`src/cctmr_consts.svh`:
```
`ifndef CCTMR_CONSTS_SVH
`define CCTMR_CONSTS_SVH
// register byte offsets
`define CCTMR_OFS_STATUS_CONTROL 12'h000
`define CCTMR_OFS_COUNT_HIGH 12'h004
`define CCTMR_OFS_COUNT_LOW 12'h008
`define CCTMR_OFS_MODULO_HIGH 12'h00C
`define CCTMR_OFS_MODULO_LOW 12'h010
`define CCTMR_OFS_CH_BASE 12'h020
`define CCTMR_OFS_CH_STRIDE 12'h010
`define CCTMR_OFS_CH_CTRL 12'h000
`define CCTMR_OFS_CH_HIGH 12'h004
`define CCTMR_OFS_CH_LOW 12'h008
// timer status/control field positions
`define CCTMR_TSC_PS_LSB 0
`define CCTMR_TSC_RST_BIT 4
`define CCTMR_TSC_STOP_BIT 5
`define CCTMR_TSC_OIE_BIT 6
`define CCTMR_TSC_OVF_BIT 7
// channel status/control field positions
`define CCTMR_CSC_TOV_BIT 0
`define CCTMR_CSC_ELSA_BIT 2
`define CCTMR_CSC_ELSB_BIT 3
`define CCTMR_CSC_MSA_BIT 4
`define CCTMR_CSC_MSB_BIT 5
`define CCTMR_CSC_IE_BIT 6
`define CCTMR_CSC_FLAG_BIT 7
// reset values and the external prescale code
`define CCTMR_TSC_RESET 8'h20
`define CCTMR_MOD_RESET 16'hFFFF
`define CCTMR_PS_EXT 3'h7
`endif

```
`src/cctmr_pkg.sv`:
```
package cctmr_pkg;
  typedef logic [15:0] cctmr_count_t;
  typedef struct packed
  {
    logic flag;
    logic ie;
    logic msb;
    logic msa;
    logic elsb;
    logic elsa;
    logic maxd;
    logic tov;
  } cctmr_chctl_s;
endpackage

```
`src/cctmr_tick_if.sv`:
```
`timescale 1ns/1ns
interface cctmr_tick_if;
  logic [2:0] prescale_select;
  logic ext_level;
  logic clear;
  logic tick;
  modport ctrl (output prescale_select, output ext_level, output clear, input tick);
  modport gen (input prescale_select, input ext_level, input clear, output tick);
endinterface

```
`src/cctmr_timer.sv`:
```
// How it works
// sixteen-bit up-counter, free-running or wrapping at modulo value
// modulo value comes from high and low modulo registers
// counter reads never disturb the counting sequence
// four channels, each independently capture or compare
// prescale select picks seven bus rates or external clock pin
// prescale code zero counts at full bus clock rate
// active capture edge copies counter into channel value registers
// capture edge selectable per channel: rising, falling or any
// capture event raises interrupt when channel interrupt enabled
// compare match sets, clears or toggles channel pin as configured
// compare match raises interrupt when channel interrupt enabled
// unbuffered writes replace compare value immediately
// software writes smaller values at compare, larger at overflow
// pair01 buffer select links channels 0 and 1 onto pin 0
// writing second channel hands it control after next overflow
// each overflow gives control to most recently written channel
// while linked, channel 1 control unused and pin freed
// pair23 buffer select links channels 2 and 3 likewise
// software avoids writing the active channel of a pair
// toggle-on-overflow toggles pin when counter reaches modulo
// software picks clear on compare for high-polarity pulses
// software never toggles on compare for pwm
// overflow flag set at modulo, gated by overflow interrupt enable; the flag sets regardless, only overflow_irq is gated
// without toggle-on-overflow the pin never toggles at overflow
// counter returns to zero on the increment after modulo
//
// The register addresses and the APB interface to the registers are this design's own decisions.
`timescale 1ns/1ns
`include "cctmr_consts.svh"
module cctmr_timer
#(
  parameter int NUM_CH = 4
)
(
  // apb clock and reset
  input wire logic pclk,
  input wire logic presetn,
  // apb slave
  input wire logic psel,
  input wire logic penable,
  input wire logic pwrite,
  input wire logic [11:0] paddr,
  input wire logic [31:0] pwdata,
  output logic [31:0] prdata,
  output logic pready,
  output logic pslverr,
  // external count clock
  input wire logic external_count_clock_pin,
  // channel pins
  input wire logic [NUM_CH-1:0] channel_pin_in,
  output logic [NUM_CH-1:0] channel_pin_out,
  output logic [NUM_CH-1:0] channel_pin_oe,
  // interrupt requests
  output logic overflow_irq,
  output logic [NUM_CH-1:0] channel_irq
);
  // pair linking is hard-wired to channels 0/1 and 2/3, so exactly four fit
  if (NUM_CH != 4)
  begin : g_num_ch_check
    $error("four channels required for pair linking");
  end

  ////////////////////////////////////////////////////////////////////////
  // registers
  logic [7:0] tsc_r;
  cctmr_pkg::cctmr_count_t cnt_r;
  cctmr_pkg::cctmr_count_t mod_r;
  cctmr_pkg::cctmr_chctl_s csc_r [NUM_CH];
  cctmr_pkg::cctmr_count_t chv_r [NUM_CH];
  logic [NUM_CH-1:0] pin_r;
  logic [NUM_CH-1:0] pin_d_r;
  logic [1:0] act_r;
  logic [1:0] last_r;

  ////////////////////////////////////////////////////////////////////////
  // bus decode
  // 0x00 status/control: prescale select, counter reset strobe, stop,
  //      overflow enable and overflow flag (writing zero clears it)
  // 0x04/0x08 count high/low: read only, a write is accepted and dropped
  // 0x0c/0x10 modulo high/low: all ones after reset, so the count runs free
  // channel n at 0x20 + 0x10*n: control, value high at +4, value low at +8
  // only bits 7:0 of each word carry data; the rest read as zero
  // bytes are written one at a time, so a 16-bit value needs two writes
  // and a compare may briefly see the half-written value
  wire acc = psel & penable;
  wire wr = acc & pwrite;
  wire rd = acc & ~pwrite;
  wire in_ch = (paddr >= `CCTMR_OFS_CH_BASE) && (paddr < 12'h060);
  wire [11:0] ch_off = paddr - `CCTMR_OFS_CH_BASE;
  wire [1:0] ch_sel = ch_off[5:4];
  // channel window: the stride picks the channel, the low nibble the word
  wire [11:0] ch_reg = {8'h00, ch_off[3:0]};
  wire hit_tsc = paddr == `CCTMR_OFS_STATUS_CONTROL;
  wire hit_cnth = paddr == `CCTMR_OFS_COUNT_HIGH;
  wire hit_cntl = paddr == `CCTMR_OFS_COUNT_LOW;
  wire hit_modh = paddr == `CCTMR_OFS_MODULO_HIGH;
  wire hit_modl = paddr == `CCTMR_OFS_MODULO_LOW;
  wire hit_cc = in_ch && ch_reg == `CCTMR_OFS_CH_CTRL;
  wire hit_ch = in_ch && ch_reg == `CCTMR_OFS_CH_HIGH;
  wire hit_cl = in_ch && ch_reg == `CCTMR_OFS_CH_LOW;
  // anything else, holes in the channel window included, is unmapped
  wire mapped = hit_tsc | hit_cnth | hit_cntl | hit_modh | hit_modl
              | hit_cc | hit_ch | hit_cl;
  // zero wait state slave; unmapped addresses answer with an error
  assign pready = 1'b1;
  assign pslverr = acc & ~mapped;

  ////////////////////////////////////////////////////////////////////////
  // counter
  wire [2:0] prescale_select = tsc_r[`CCTMR_TSC_PS_LSB +: 3];
  // stop freezes counter and compares; the prescaler keeps running
  wire stop = tsc_r[`CCTMR_TSC_STOP_BIT];
  // the reset bit is a strobe, never stored, so it always reads back zero
  wire rst_req = wr & hit_tsc & pwdata[`CCTMR_TSC_RST_BIT];
  // prescaler clears with the counter so a restart begins a whole period
  wire tick;
  cctmr_tick_if tk ();
  assign tk.prescale_select = prescale_select;
  assign tk.ext_level = external_count_clock_pin;
  assign tk.clear = rst_req;
  assign tick = tk.tick;
  // divider and external edge detector live in their own module
  cctmr_prescaler u_pre
  (
    .pclk(pclk),
    .presetn(presetn),
    .tk(tk)
  );
  // overflow and increment only on a tick while running
  wire at_mod = cnt_r == mod_r;
  wire ovf = tick & ~stop & at_mod;
  wire inc = tick & ~stop;
  // modulo of all ones makes it free running; the reset strobe beats a tick,
  // and a tick at the modulo value wraps to zero instead of counting on
  wire [15:0] cnt_nxt = rst_req ? 16'h0000 : ovf ? 16'h0000
                      : inc ? cnt_r + 16'h0001 : cnt_r;

  ////////////////////////////////////////////////////////////////////////
  // buffered pair links
  wire [1:0] link = {csc_r[2].msb, csc_r[0].msb};

  ////////////////////////////////////////////////////////////////////////
  // per channel logic
  // events, compares and next pin levels gathered as vectors for the flops
  logic [NUM_CH-1:0] ev;
  logic [NUM_CH-1:0] cmp;
  logic [NUM_CH-1:0] out_nxt;
  logic [NUM_CH-1:0] is_cap;
  logic [NUM_CH-1:0] vwr;
  genvar c;
  generate
    for (c = 0; c < NUM_CH; c++)
    begin : g_ch
      localparam int P = c / 2;
      localparam bit EVEN = (c % 2) == 0;
      wire linked = link[P];
      // the odd channel of a linked pair gives its pin back to general use
      wire freed = linked & ~EVEN;
      // every channel runs on its own control; a linked pair runs on the
      // even one, and the odd control is ignored while freed
      cctmr_pkg::cctmr_chctl_s cfg;
      assign cfg = csc_r[c];
      // mode and edge select fields of that control
      wire [1:0] mode = {cfg.msb, cfg.msa};
      wire [1:0] edge_sel = {cfg.elsb, cfg.elsa};
      // capture wants mode 00 and some edge; linked or freed never captures
      wire cap = ~freed & ~linked & mode == 2'b00 & edge_sel != 2'b00;
      assign is_cap[c] = cap;
      // pin edges against last cycle's level; both idle low after reset
      wire rise = channel_pin_in[c] & ~pin_d_r[c];
      wire fall = ~channel_pin_in[c] & pin_d_r[c];
      wire act_edge = (edge_sel == 2'b01 & rise) | (edge_sel == 2'b10 & fall)
                    | (edge_sel == 2'b11 & (rise | fall));
      // linked pair compares against whichever channel is active; the index
      // comes from the pair number, so it cannot leave the array
      wire [1:0] pick = {P[0], act_r[P]};
      wire [15:0] cval = linked ? chv_r[pick] : chv_r[c];
      // compare owns the pin when linked or in a mode other than 00, unless freed or the edge select is off
      wire cmp_en = ~freed & (linked | mode != 2'b00) & edge_sel != 2'b00;
      wire match = tick & ~stop & cnt_r == cval;
      assign cmp[c] = cmp_en & match;
      assign ev[c] = cap ? act_edge : cmp[c];
      // overflow toggle first; a compare on the same tick overrides it
      logic o;
      always_comb
      begin
        o = pin_r[c];
        if (ovf & cmp_en & cfg.tov)
          o = ~o;
        if (cmp[c])
        begin
          unique case (edge_sel)
            2'b01: o = ~pin_r[c];
            2'b10: o = 1'b0;
            2'b11: o = 1'b1;
            default: o = pin_r[c];
          endcase
        end
        // max duty, with toggle on overflow set, holds the pin high through the compare
        if (cmp[c] & cfg.tov & cfg.maxd)
          o = 1'b1;
      end
      assign out_nxt[c] = o;
      assign channel_pin_out[c] = pin_r[c];
      assign channel_pin_oe[c] = cmp_en;
      assign channel_irq[c] = csc_r[c].flag & csc_r[c].ie;
    end
  endgenerate

  // requests are plain levels: flag and enable
  assign overflow_irq = tsc_r[`CCTMR_TSC_OVF_BIT] & tsc_r[`CCTMR_TSC_OIE_BIT];

  ////////////////////////////////////////////////////////////////////////
  // channel value write strobes; capture wins over a software write
  wire csc_wr = wr & hit_cc;
  wire [3:0] ch_hit = 4'h1 << ch_sel;
  assign vwr = {4{wr & (hit_ch | hit_cl)}} & ch_hit;

  // overflow flag: set wins over clear
  wire [7:0] tsc_wd = pwdata[7:0];
  wire ovf_clr = wr & hit_tsc & ~tsc_wd[`CCTMR_TSC_OVF_BIT];

  always_ff @(posedge pclk or negedge presetn)
  begin
    if (!presetn)
    begin
      tsc_r <= `CCTMR_TSC_RESET;
      cnt_r <= 16'h0000;
      mod_r <= `CCTMR_MOD_RESET;
      pin_r <= 4'h0;
      pin_d_r <= 4'h0;
    end
    else
    begin
      cnt_r <= cnt_nxt;
      pin_r <= out_nxt;
      pin_d_r <= channel_pin_in;
      if (wr & hit_tsc)
        tsc_r <= {1'b0, tsc_wd[6:5], 1'b0, 1'b0, tsc_wd[2:0]};
      // flag set beats a clearing write in the same cycle
      if (ovf | (tsc_r[`CCTMR_TSC_OVF_BIT] & ~ovf_clr))
        tsc_r[`CCTMR_TSC_OVF_BIT] <= 1'b1;
      else if (ovf_clr)
        tsc_r[`CCTMR_TSC_OVF_BIT] <= 1'b0;
      if (wr & hit_modh)
        mod_r[15:8] <= pwdata[7:0];
      if (wr & hit_modl)
        mod_r[7:0] <= pwdata[7:0];
    end
  end

  // channel control and values
  always_ff @(posedge pclk or negedge presetn)
  begin
    if (!presetn)
    begin
      for (int i = 0; i < NUM_CH; i++)
      begin
        csc_r[i] <= '0;
        chv_r[i] <= 16'h0000;
      end
    end
    else
    begin
      for (int i = 0; i < NUM_CH; i++)
      begin
        // an event in the cycle of a clearing write still sets the flag
        if (csc_wr && ch_sel == 2'(i))
        begin
          csc_r[i] <= pwdata[7:0];
          csc_r[i].flag <= ev[i] | (csc_r[i].flag & pwdata[7]);
        end
        else if (ev[i])
          csc_r[i].flag <= 1'b1;
        if (vwr[i] & hit_ch)
          chv_r[i][15:8] <= pwdata[7:0];
        if (vwr[i] & hit_cl)
          chv_r[i][7:0] <= pwdata[7:0];
        // a capture on the edge of a software value write wins
        if (ev[i] & is_cap[i])
          chv_r[i] <= cnt_r;
      end
    end
  end

  // active channel of each pair, swapped only at overflow
  always_ff @(posedge pclk or negedge presetn)
  begin
    if (!presetn)
    begin
      act_r <= 2'b00;
      last_r <= 2'b00;
    end
    else
    begin
      for (int p = 0; p < 2; p++)
      begin
        // leaving buffered mode forgets the history, a relink starts even
        if (!link[p])
        begin
          act_r[p] <= 1'b0;
          last_r[p] <= 1'b0;
        end
        else
        begin
          // writing the active channel acts at once, as an unbuffered update
          if (vwr[2*p+1])
            last_r[p] <= 1'b1;
          else if (vwr[2*p])
            last_r[p] <= 1'b0;
          // the swap waits for overflow so a period is never cut short
          if (ovf)
            act_r[p] <= last_r[p];
        end
      end
    end
  end

  ////////////////////////////////////////////////////////////////////////
  // read mux; counter reads only look, never latch or reset
  // a freed channel's registers still read back as written
  wire [15:0] ch_rd = chv_r[ch_sel];
  always_comb
  begin
    prdata = 32'h0000_0000;
    if (rd)
    begin
      if (hit_tsc)
        prdata = {24'h00_0000, tsc_r};
      else if (hit_cnth)
        prdata = {24'h00_0000, cnt_r[15:8]};
      else if (hit_cntl)
        prdata = {24'h00_0000, cnt_r[7:0]};
      else if (hit_modh)
        prdata = {24'h00_0000, mod_r[15:8]};
      else if (hit_modl)
        prdata = {24'h00_0000, mod_r[7:0]};
      else if (hit_cc)
        prdata = {24'h00_0000, csc_r[ch_sel]};
      else if (hit_ch)
        prdata = {24'h00_0000, ch_rd[15:8]};
      else if (hit_cl)
        prdata = {24'h00_0000, ch_rd[7:0]};
    end
  end
endmodule

```
`src/cctmr_prescaler.sv`:
```
`timescale 1ns/1ns
`include "cctmr_consts.svh"
module cctmr_prescaler
(
  // clock and reset
  input wire logic pclk,
  input wire logic presetn,
  // selection and tick
  cctmr_tick_if.gen tk
);
  logic [5:0] div_r;
  logic ext_d_r;
  logic [6:0] rate_tick;
  logic ext_rise;

  // each rate fires when the low bits of the divider are all ones
  genvar g;
  generate
    for (g = 0; g < 7; g++)
    begin : g_rate
      if (g == 0)
      begin : g_bus
        assign rate_tick[g] = 1'b1;
      end
      else
      begin : g_div
        assign rate_tick[g] = &div_r[g-1:0];
      end
    end
  endgenerate
  assign ext_rise = tk.ext_level & ~ext_d_r;
  // external pin picked by code 7; limited to half the bus rate by sampling
  assign tk.tick = (tk.prescale_select == `CCTMR_PS_EXT) ? ext_rise
                 : rate_tick[tk.prescale_select];

  // divider, cleared together with the counter
  always_ff @(posedge pclk or negedge presetn)
  begin
    if (!presetn)
    begin
      div_r <= 6'h00;
      ext_d_r <= 1'b0;
    end
    else
    begin
      div_r <= tk.clear ? 6'h00 : div_r + 6'h01;
      ext_d_r <= tk.ext_level;
    end
  end
endmodule

```
`config.mk`:
```
export PLATFORM = sky130hd
export DESIGN_NAME = cctmr_timer
export DESIGN_NICKNAME = d
export VERILOG_FILES = /design/src/cctmr_pkg.sv /design/src/cctmr_tick_if.sv /design/src/cctmr_timer.sv /design/src/cctmr_prescaler.sv
export VERILOG_INCLUDE_DIRS = /design/src
export SDC_FILE = /design/constraint.sdc
export NUM_CORES = 1
export LEC_CHECK = 0
export BUFFER_PORTS_ARGS = -buffer_cell sky130_fd_sc_hd__buf_2
export CAP_MARGIN = 20
export CORE_ASPECT_RATIO = 0.5
export CORE_MARGIN = 4
export CORE_UTILIZATION = 45
export DETAILED_ROUTE_END_ITERATION = 12
export GPL_ROUTABILITY_DRIVEN = 0
export PLACE_DENSITY = 0.66
export SYNTH_ARGS = -nofsm -noshare
export SYNTH_HDL_FRONTEND = slang
export SYNTH_SLANG_ARGS = --single-unit
```
`constraint.sdc`:
```
create_clock -name pclk -period 2.5 [get_ports pclk]
set_input_delay 0.25 -clock pclk [delete_from_list [all_inputs] [get_ports pclk]]
set_output_delay 0.25 -clock pclk [all_outputs]
set_load 0.05 [all_outputs]
```
Word-level counts from Yosys, hierarchy flattened
Cells that the tools add are included.
{"block": "op_classes", "add_sub_neg": 3, "magnitude_cmp": 6, "bitwise": 147, "n_eq_ne": 35, "mux": 85, "n_reduce_logical": 50, "n_shift": 1}
{"op": "16-bit two-way mux", "n": 17}
{"op": "8-bit two-way mux", "n": 20}
{"op": "16-bit binary-select mux with 2-bit select", "n": 3}
{"op": "1-bit AND", "n": 94}
{"op": "16-bit == test", "n": 5}
{"op": "2-bit nonzero test", "n": 20}
{"op": "1-bit two-way mux", "n": 38}
{"op": "1-bit bitwise OR", "n": 29}
{"op": "12-bit by 4-bit == test with 1-bit output, second input constant", "n": 2}
{"op": "12-bit zero test", "n": 2}
{"op": "2-bit == test, second input constant", "n": 10}
{"op": "5-bit by 1-bit != test with 1-bit output, second input constant", "n": 4}
{"op": "1-bit NOT", "n": 20}
{"op": "3-bit nonzero test", "n": 6}
{"op": "16-bit by 1-bit adder with 16-bit output, second input constant", "n": 1}
{"op": "8-bit binary-select mux with 2-bit select", "n": 1}
{"op": "12-bit by 3-bit == test with 1-bit output, second input constant", "n": 1}
{"op": "12-bit by 5-bit == test with 1-bit output, second input constant", "n": 1}
{"op": "12-bit by 6-bit >= comparator with 1-bit output, second input constant", "n": 1}
{"op": "12-bit by 7-bit less-than comparator with 1-bit output, second input constant", "n": 1}
{"op": "1-bit one-hot mux with 3 select lines", "n": 4}
{"op": "2-bit by 1-bit == test with 1-bit output, second input constant", "n": 5}
{"op": "2-bit zero test", "n": 5}
{"op": "2-bit AND reduction", "n": 5}
{"op": "other kinds (20)", "n": 32}
{"block": "word_totals", "inputBits": 54, "register_bits": 153}

Logic depth before layout (Yosys ltp)
{"block": "logic_depth", "ltp_word": 14, "ltp_mapped": 11, "depth_no_buf": 10}

Hierarchy
Synthesis repeated with hierarchy kept, for this count alone.
{"block": "unflattened", "hier_cells": 1098, "hier_area_um2": 10502.6}
{"mod": "cctmr_timer", "cells_per_inst": 1066, "area_per_inst_um2": 10138.5, "n_inst": 1, "seq_area_each_um2": 3674.8}
{"mod": "cctmr_prescaler", "cells_per_inst": 32, "area_per_inst_um2": 364.1, "n_inst": 1, "seq_area_each_um2": 175.2}

Worst setup path before layout
Ideal clock, no wire load.
{"block": "synth_timing", "path_type": "input-to-output", "startpoint": "in paddr[6]", "endpoint": "out pslverr", "arrival_time_ps": 2499, "stages": 6, "required_time_ps": 2250, "slack_ps": -249, "cell_sequence": "xor2_1 > nand3b_1 > or2_1 > clkbuf_1 > o21ai_0 > nor4_1"}
{"block": "synth_via", "elab_chain_len": 10, "elab_cells_between_ends": 20, "classes_between": "order compare (2); eq/ne (4); bitwise (9); reduce/logical (5)"}
{"element": "from (decl)", "line_no": "cctmr_timer.sv:43", "text": "input wire logic [11:0] paddr,"}
{"element": "branches (longest 7 deep; another with 12-bit by 6-bit >= comparator with 1-bit output)"}
{"element": "1-bit bitwise OR (*)", "line_no": "cctmr_timer.sv:104", "text": "| hit_cc | hit_ch | hit_cl;"}
{"element": "1-bit NOT (*)", "line_no": "cctmr_timer.sv:107", "text": "assign pslverr = acc & ~mapped;"}
{"element": "1-bit AND (*)", "line_no": "cctmr_timer.sv:107"}
{"element": "to (decl)", "line_no": "cctmr_timer.sv:47", "text": "output logic pslverr,"}
Every way passes the cells marked *.

Worst setup path after layout
{"block": "layout_timing", "startpoint": "reg u_pre.div_r[1]", "endpoint": "reg cnt_r[9]"}
{"block": "layout_via", "elab_chain_len": 8, "elab_cells_between_ends": 13, "classes_between": "mux (5); bitwise (2); reduce/logical (6)"}
{"element": "from (decl)", "line_no": "cctmr_prescaler.sv:11", "text": "logic [5:0] div_r;"}
{"element": "from (signal assigned)", "line_no": "cctmr_prescaler.sv:46", "text": "div_r <= tk.clear ? 6'h00 : div_r + 6'h01;"}
{"element": "6-bit AND reduction (tied with other cells)", "line_no": "cctmr_prescaler.sv:27", "text": "assign rate_tick[g] = &div_r[g-1:0];"}
{"element": "1-bit binary-select mux with 3-bit select (*)", "line_no": "cctmr_prescaler.sv:34", "text": ": rate_tick[tk.prescale_select];"}
{"element": "1-bit two-way mux (not written as such) (*)", "line_no": "cctmr_prescaler.sv:34"}
{"element": "1-bit two-way mux (*)", "line_no": "cctmr_prescaler.sv:33", "text": "assign tk.tick = (tk.prescale_select == `CCTMR_PS_EXT) ? ext_rise"}
{"element": "1-bit AND (*)", "line_no": "cctmr_timer.sv:132, cctmr_timer.sv:133"}
{"element": "1-bit AND", "line_no": "cctmr_timer.sv:132", "text": "wire ovf = tick & ~stop & at_mod;"}
{"element": "16-bit two-way mux (2 in a row)", "line_no": "cctmr_timer.sv:136", "text": "wire [15:0] cnt_nxt = rst_req ? 16'h0000 : ovf ? 16'h0000"}
{"element": "to (signal assigned)", "line_no": "cctmr_timer.sv:236", "text": "cnt_r <= cnt_nxt;"}
{"element": "to (decl)", "line_no": "cctmr_timer.sv:67", "text": "cctmr_pkg::cctmr_count_t cnt_r;"}
Mark *: on every way between the ends. The rest lies on a longest branch, timed or not. The select of a mux whose other input is x is not followed.
A chain may end at the register's enable or synchronous reset.

==> results_tabular.tex <==
\begin{tabular}{lr}
\hline
Metric & Value \\
\hline
\multicolumn{2}{l}{\textbf{Run status}} \\
\quad Result of the run & finished with violations \\
\quad Violations in the final reports & negative setup slack \\
\multicolumn{2}{l}{\textbf{Power and ir drop}} \\
\quad Total power consumption of the routed design & 5.620 mW \\
\quad Lkg Pwr & 5.855 nW \\
\quad Maximum resistive drop on vdd & 0.4944 mV \\
\quad Power density over the cells & 428.4 nW/um\^{}2 \\
\multicolumn{2}{l}{\textbf{Worst setup path}} \\
\quad Largest fanout of any net on the critical path & 5 \\
\quad Critical path's slowest cell & sky130\_fd\_sc\_hd\_\_mux4\_2 \\
\quad Path type of the worst setup path & register to register \\
\quad Peak per-stage delay on the critical path & 0.50 ns \\
\quad Total buffers and inverters traversed by the critical path & 4 \\
\quad Cell family with most CP delay & buffers and inverters \\
\quad Arrival time of the worst setup path & 2.89 ns \\
\quad CP cell instances & ha\_4 > buf\_6 > ha\_4 > mux4\_2 > a32oi\_4 > buf\_6 > buf\_8 > nand2\_8 > buf\_12 > o21ai\_2 > nand2\_2 > o41ai\_4 \\
\quad Slack of the worst reg-to-reg path & -0.08 ns \\
\quad Type of element capturing the critical path & register \\
\quad Worst setup path startpoint & u\_pre.div\_r[1] \\
\quad Data required time of the worst path & 2.81 ns \\
\quad Critical R2R Launch & u\_pre.div\_r[1] \\
\quad CP startpoint kind & register \\
\multicolumn{2}{l}{\textbf{Synthesis}} \\
\quad Warning count from the yosys run & 0 \\
\quad Primary flip-flop cell chosen by synthesis mapping & sky130\_fd\_sc\_hd\_\_dfrtp\_1 \\
\quad Post-synth top area cell & sky130\_fd\_sc\_hd\_\_dfrtp\_1 \\
\quad Leading cell types by total area after synthesis & sky130\_fd\_sc\_hd\_\_dfrtp\_1 (32\%), sky130\_fd\_sc\_hd\_\_mux2i\_1 (7.7\%), sky130\_fd\_sc\_hd\_\_mux2\_2 (5.4\%) \\
\quad Average size of a mapped cell & 9.521 sq um \\
\quad Number of enable-type register cells in the synthesized netlist & 0 \\
\quad Synth top area share & 31.97\% \\
\quad Mapped Cells & 1118 \\
\quad Synth Cell Area & 10640 sq um \\
\quad Sequential area share after synthesis & 36.17\% \\
\quad Asr flop ratio synth & 100.0\% \\
\quad Number of unique standard cell types used by synthesis & 78 \\
\quad Number of storage elements in the synthesis netlist & 153 \\
\multicolumn{2}{l}{\textbf{Clocking}} \\
\quad Count of H-tree levels built during CTS & 4 \\
\quad Number of sinks driven by the clock tree & 153 \\
\quad Clock-pin slew reported for the worst setup and hold paths after clock tree synthesis & 0.06 ns \\
\quad Latest clock arrival within the worst-skew pair & 0.44 ns \\
\quad TritonCTS clock tree & built \\
\quad Maximum root-to-sink buffer count & 2 \\
\quad Number of buffers added by the clock tree synthesis step & 17 \\
\quad Clock root buffer & sky130\_fd\_sc\_hd\_\_clkbuf\_16 \\
\multicolumn{2}{l}{\textbf{STA}} \\
\quad Worst-case setup margin in the final layout & -0.07580 ns \\
\quad Period utilisation layout & 103.0\% \\
\quad Measured slew at the worst slew-check pin & 0.6045 ns \\
\quad Pins Over Slew Limit & 0 \\
\quad Number of hold violations in the final report & 0 \\
\quad Peak Freq & 0.3882 GHz \\
\quad Max\_slew headroom & 59.60\% \\
\quad Final-report setup violation count & 7 \\
\quad RSZ-0062 raised after global routing & yes \\
\quad Worst Clk Skew & 0.008614 ns \\
\quad Final min period & 2.576 ns \\
\multicolumn{2}{l}{\textbf{Place}} \\
\quad Number of cells in the design after placement & 1519 \\
\quad DP Area & 11870 sq um \\
\quad Port bufs & 51 \\
\quad HPWL after detailed placement & 27540 microns \\
\multicolumn{2}{l}{\textbf{Finish}} \\
\quad Antenna cell count & 0 \\
\quad Syn-to-layout area delta & 23.26\% \\
\quad Fin cells & 1571 \\
\quad \# fillers & 1963 \\
\quad Most common cell after layout, fill and taps aside & sky130\_fd\_sc\_hd\_\_dfrtp\_1 \\
\quad Net count reported at finish & 1319 \\
\quad Commonest non-fill, non-tap cells in the layout & sky130\_fd\_sc\_hd\_\_dfrtp\_1 (128), sky130\_fd\_sc\_hd\_\_buf\_4 (123), sky130\_fd\_sc\_hd\_\_nand2\_1 (110) \\
\quad Share of layout cells above drive strength 1 & 32.99\% \\
\quad Final design area excluding fillers & 13120 sq um \\
\multicolumn{2}{l}{\textbf{Routing}} \\
\quad Number of detailed-routing iterations run before antenna repair & 7 \\
\quad Antenna violation net count after detailed routing & 0 \\
\quad Violation count after the first detailed-route iteration & 1200 \\
\quad Routed WL & 38640 microns \\
\quad Via-to-Cell Ratio & 6.292 \\
\quad Drt wl/cell & 24.60 microns \\
\quad Detailed-route via count & 9884 \\
\quad DRC violation count after routing & 0 \\
\multicolumn{2}{l}{\textbf{Global routing}} \\
\quad Initial antenna violation count & 0 \\
\quad Wire length of the first global-routing pass & 57780 microns \\
\quad Global route overflow & 0 \\
\quad Vias in the first global route & 9482 \\
\quad Global-route total usage across every layer & 29.49\% \\
\quad Maximum number of pins on one net before global-route repair & 59 \\
\multicolumn{2}{l}{\textbf{Die}} \\
\quad Count of pins on the block boundary & 101 \\
\quad Die H & 116.8 microns \\
\quad Core outline area & 23030 sq um \\
\quad Die width & 225.5 microns \\
\quad Initial Util & 46.21\% \\
\quad Row Count & 39 \\
\quad Area enclosed by the die boundary & 26330 sq um \\
\multicolumn{2}{l}{\textbf{Hold path}} \\
\quad Type of the most critical hold path & primary input to asynchronous set/reset pin \\
\multicolumn{2}{l}{\textbf{Flow run}} \\
\quad Max Cap Violations & 0 \\
\hline
\end{tabular}
-- state kept, by name, indices dropped and copies added (netlist names) --
signal / flops
chv_r: 64
csc_r: 30
cnt_r: 16
mod_r: 16
tsc_r: 6
u_pre.div_r: 6
channel_pin_out: 4
pin_d_r: 4
act_r: 2
g_ch.linked: 2
last_r: 2
u_pre.ext_d_r: 1
-- power breakdown --
group | total [mW] | internal [mW] | leakage (nW) | switching, mW
combinational | 0.461 | 0.134 | 3.56 | 0.326
sequential | 2.56 | 2.52 | 2.02 | 0.0423
clock | 2.60 | 1.56 | 0.277 | 1.04
total | 5.62 | 4.21 | 5.86 | 1.41
-- cells in the mapped netlist, types with 15 or more instances --
cell type and n:
sky130_fd_sc_hd__dfrtp_1 136, sky130_fd_sc_hd__nand2_1 116, sky130_fd_sc_hd__mux2i_1 82, sky130_fd_sc_hd__o21ai_0 57, sky130_fd_sc_hd__nor2_1 56, sky130_fd_sc_hd__mux2_2 51
sky130_fd_sc_hd__clkbuf_1 42, sky130_fd_sc_hd__xor2_1 40, sky130_fd_sc_hd__inv_1 38, sky130_fd_sc_hd__nand2b_1 36, sky130_fd_sc_hd__o21ai_1 36, sky130_fd_sc_hd__a21oi_1 30
sky130_fd_sc_hd__buf_4 30, sky130_fd_sc_hd__xnor2_1 28, sky130_fd_sc_hd__buf_2 27, sky130_fd_sc_hd__mux4_2 24, sky130_fd_sc_hd__nand3_1 24, sky130_fd_sc_hd__dfstp_2 17
sky130_fd_sc_hd__nand4_1 17, sky130_fd_sc_hd__nor3_1 16, sky130_fd_sc_hd__nor2b_1 15
-- cells by family after synthesis --
kind of cell / after synthesis / synth area share, %
buf+inv: 142 / 6.677
fa+ha+maj: 12 / 1.411
mux: 159 / 18.54
simple gates: 359 / 17.97
flops: 153 / 36.17
other cells: 2 / 0.07056
compound gates: 223 / 13.57
xor+xnor: 68 / 5.595
-- per-layer routing --
metal | vias up | global-route usage, % | part of all wire, %
li1 | 4251 | - | -
met4 | 0 | 10.68 | 3.9
met5 | - | 0 | 0
met2 | 696 | 42.48 | 42
met1 | 4823 | 40.01 | 40
met3 | 114 | 12.31 | 14
-- per-stage QoR --
stage	hold WS, ns	setup WS, ns	util [%]	setup TNS (ns)
6_report	0.2976	-0.07580	56.96	-0.2545
5_1_grt	0.2936	-0.1275	56.96	-1.240
4_1_cts	0.2666	-0.02839	55.12	-0.03802
3_5_place_dp	0.2017	-0.1526	51.53	-0.6663
3_3_place_gp	0.2042	-0.1103	51.53	-0.3391
2_1_floorplan	-0.04559	0.001631	-	0
-- worst register-to-register path, cell delays in order, from the launching register on --
cell and delay, ns:
sky130_fd_sc_hd__dfrtp_1 0.42, sky130_fd_sc_hd__ha_4 0.19, sky130_fd_sc_hd__buf_6 0.12, sky130_fd_sc_hd__ha_4 0.14, sky130_fd_sc_hd__mux4_2 0.50, sky130_fd_sc_hd__a32oi_4 0.28, sky130_fd_sc_hd__buf_6 0.19, sky130_fd_sc_hd__buf_8 0.15
sky130_fd_sc_hd__nand2_8 0.07, sky130_fd_sc_hd__buf_12 0.13, sky130_fd_sc_hd__o21ai_2 0.05, sky130_fd_sc_hd__nand2_2 0.10, sky130_fd_sc_hd__o41ai_4 0.10
-- worst paths after layout --
path,to,cells after the start
min in group pclk,tsc_r[5],3
min reg2reg,csc_r[30],1
min,pin_d_r[1],2
max reg2reg,cnt_r[9],12
max,cnt_r[9],12
max in group asynchronous,mod_r[5],3
-- repair_timing --
| item | in CTS | in global routing |
|---|---|---|
| hold endpoints to repair | 40 | 0 |
| gates cloned | 1 | 0 |
| buffers inserted | 8 | 10 |
| gates resized for setup | 36 | 91 |
| setup endpoints to repair | 20 | 31 |
| hold buffers | 6 | 0 |
| pin swaps | 10 | 42 |
-- final cells by class --
cell class,count,area [sq um],share of cell area [%]
multi-input combinational,846,6596,50.28
sequential,153,3860,29.42
timing repair buffer,197,1556,11.86
clock buffer,23,488.0,3.719
tap,307,384.1,2.928
inverter,38,142.6,1.087
clock inverter,7,92.59,0.7057
No activity file was read; power rests on OpenSTA's default activity.
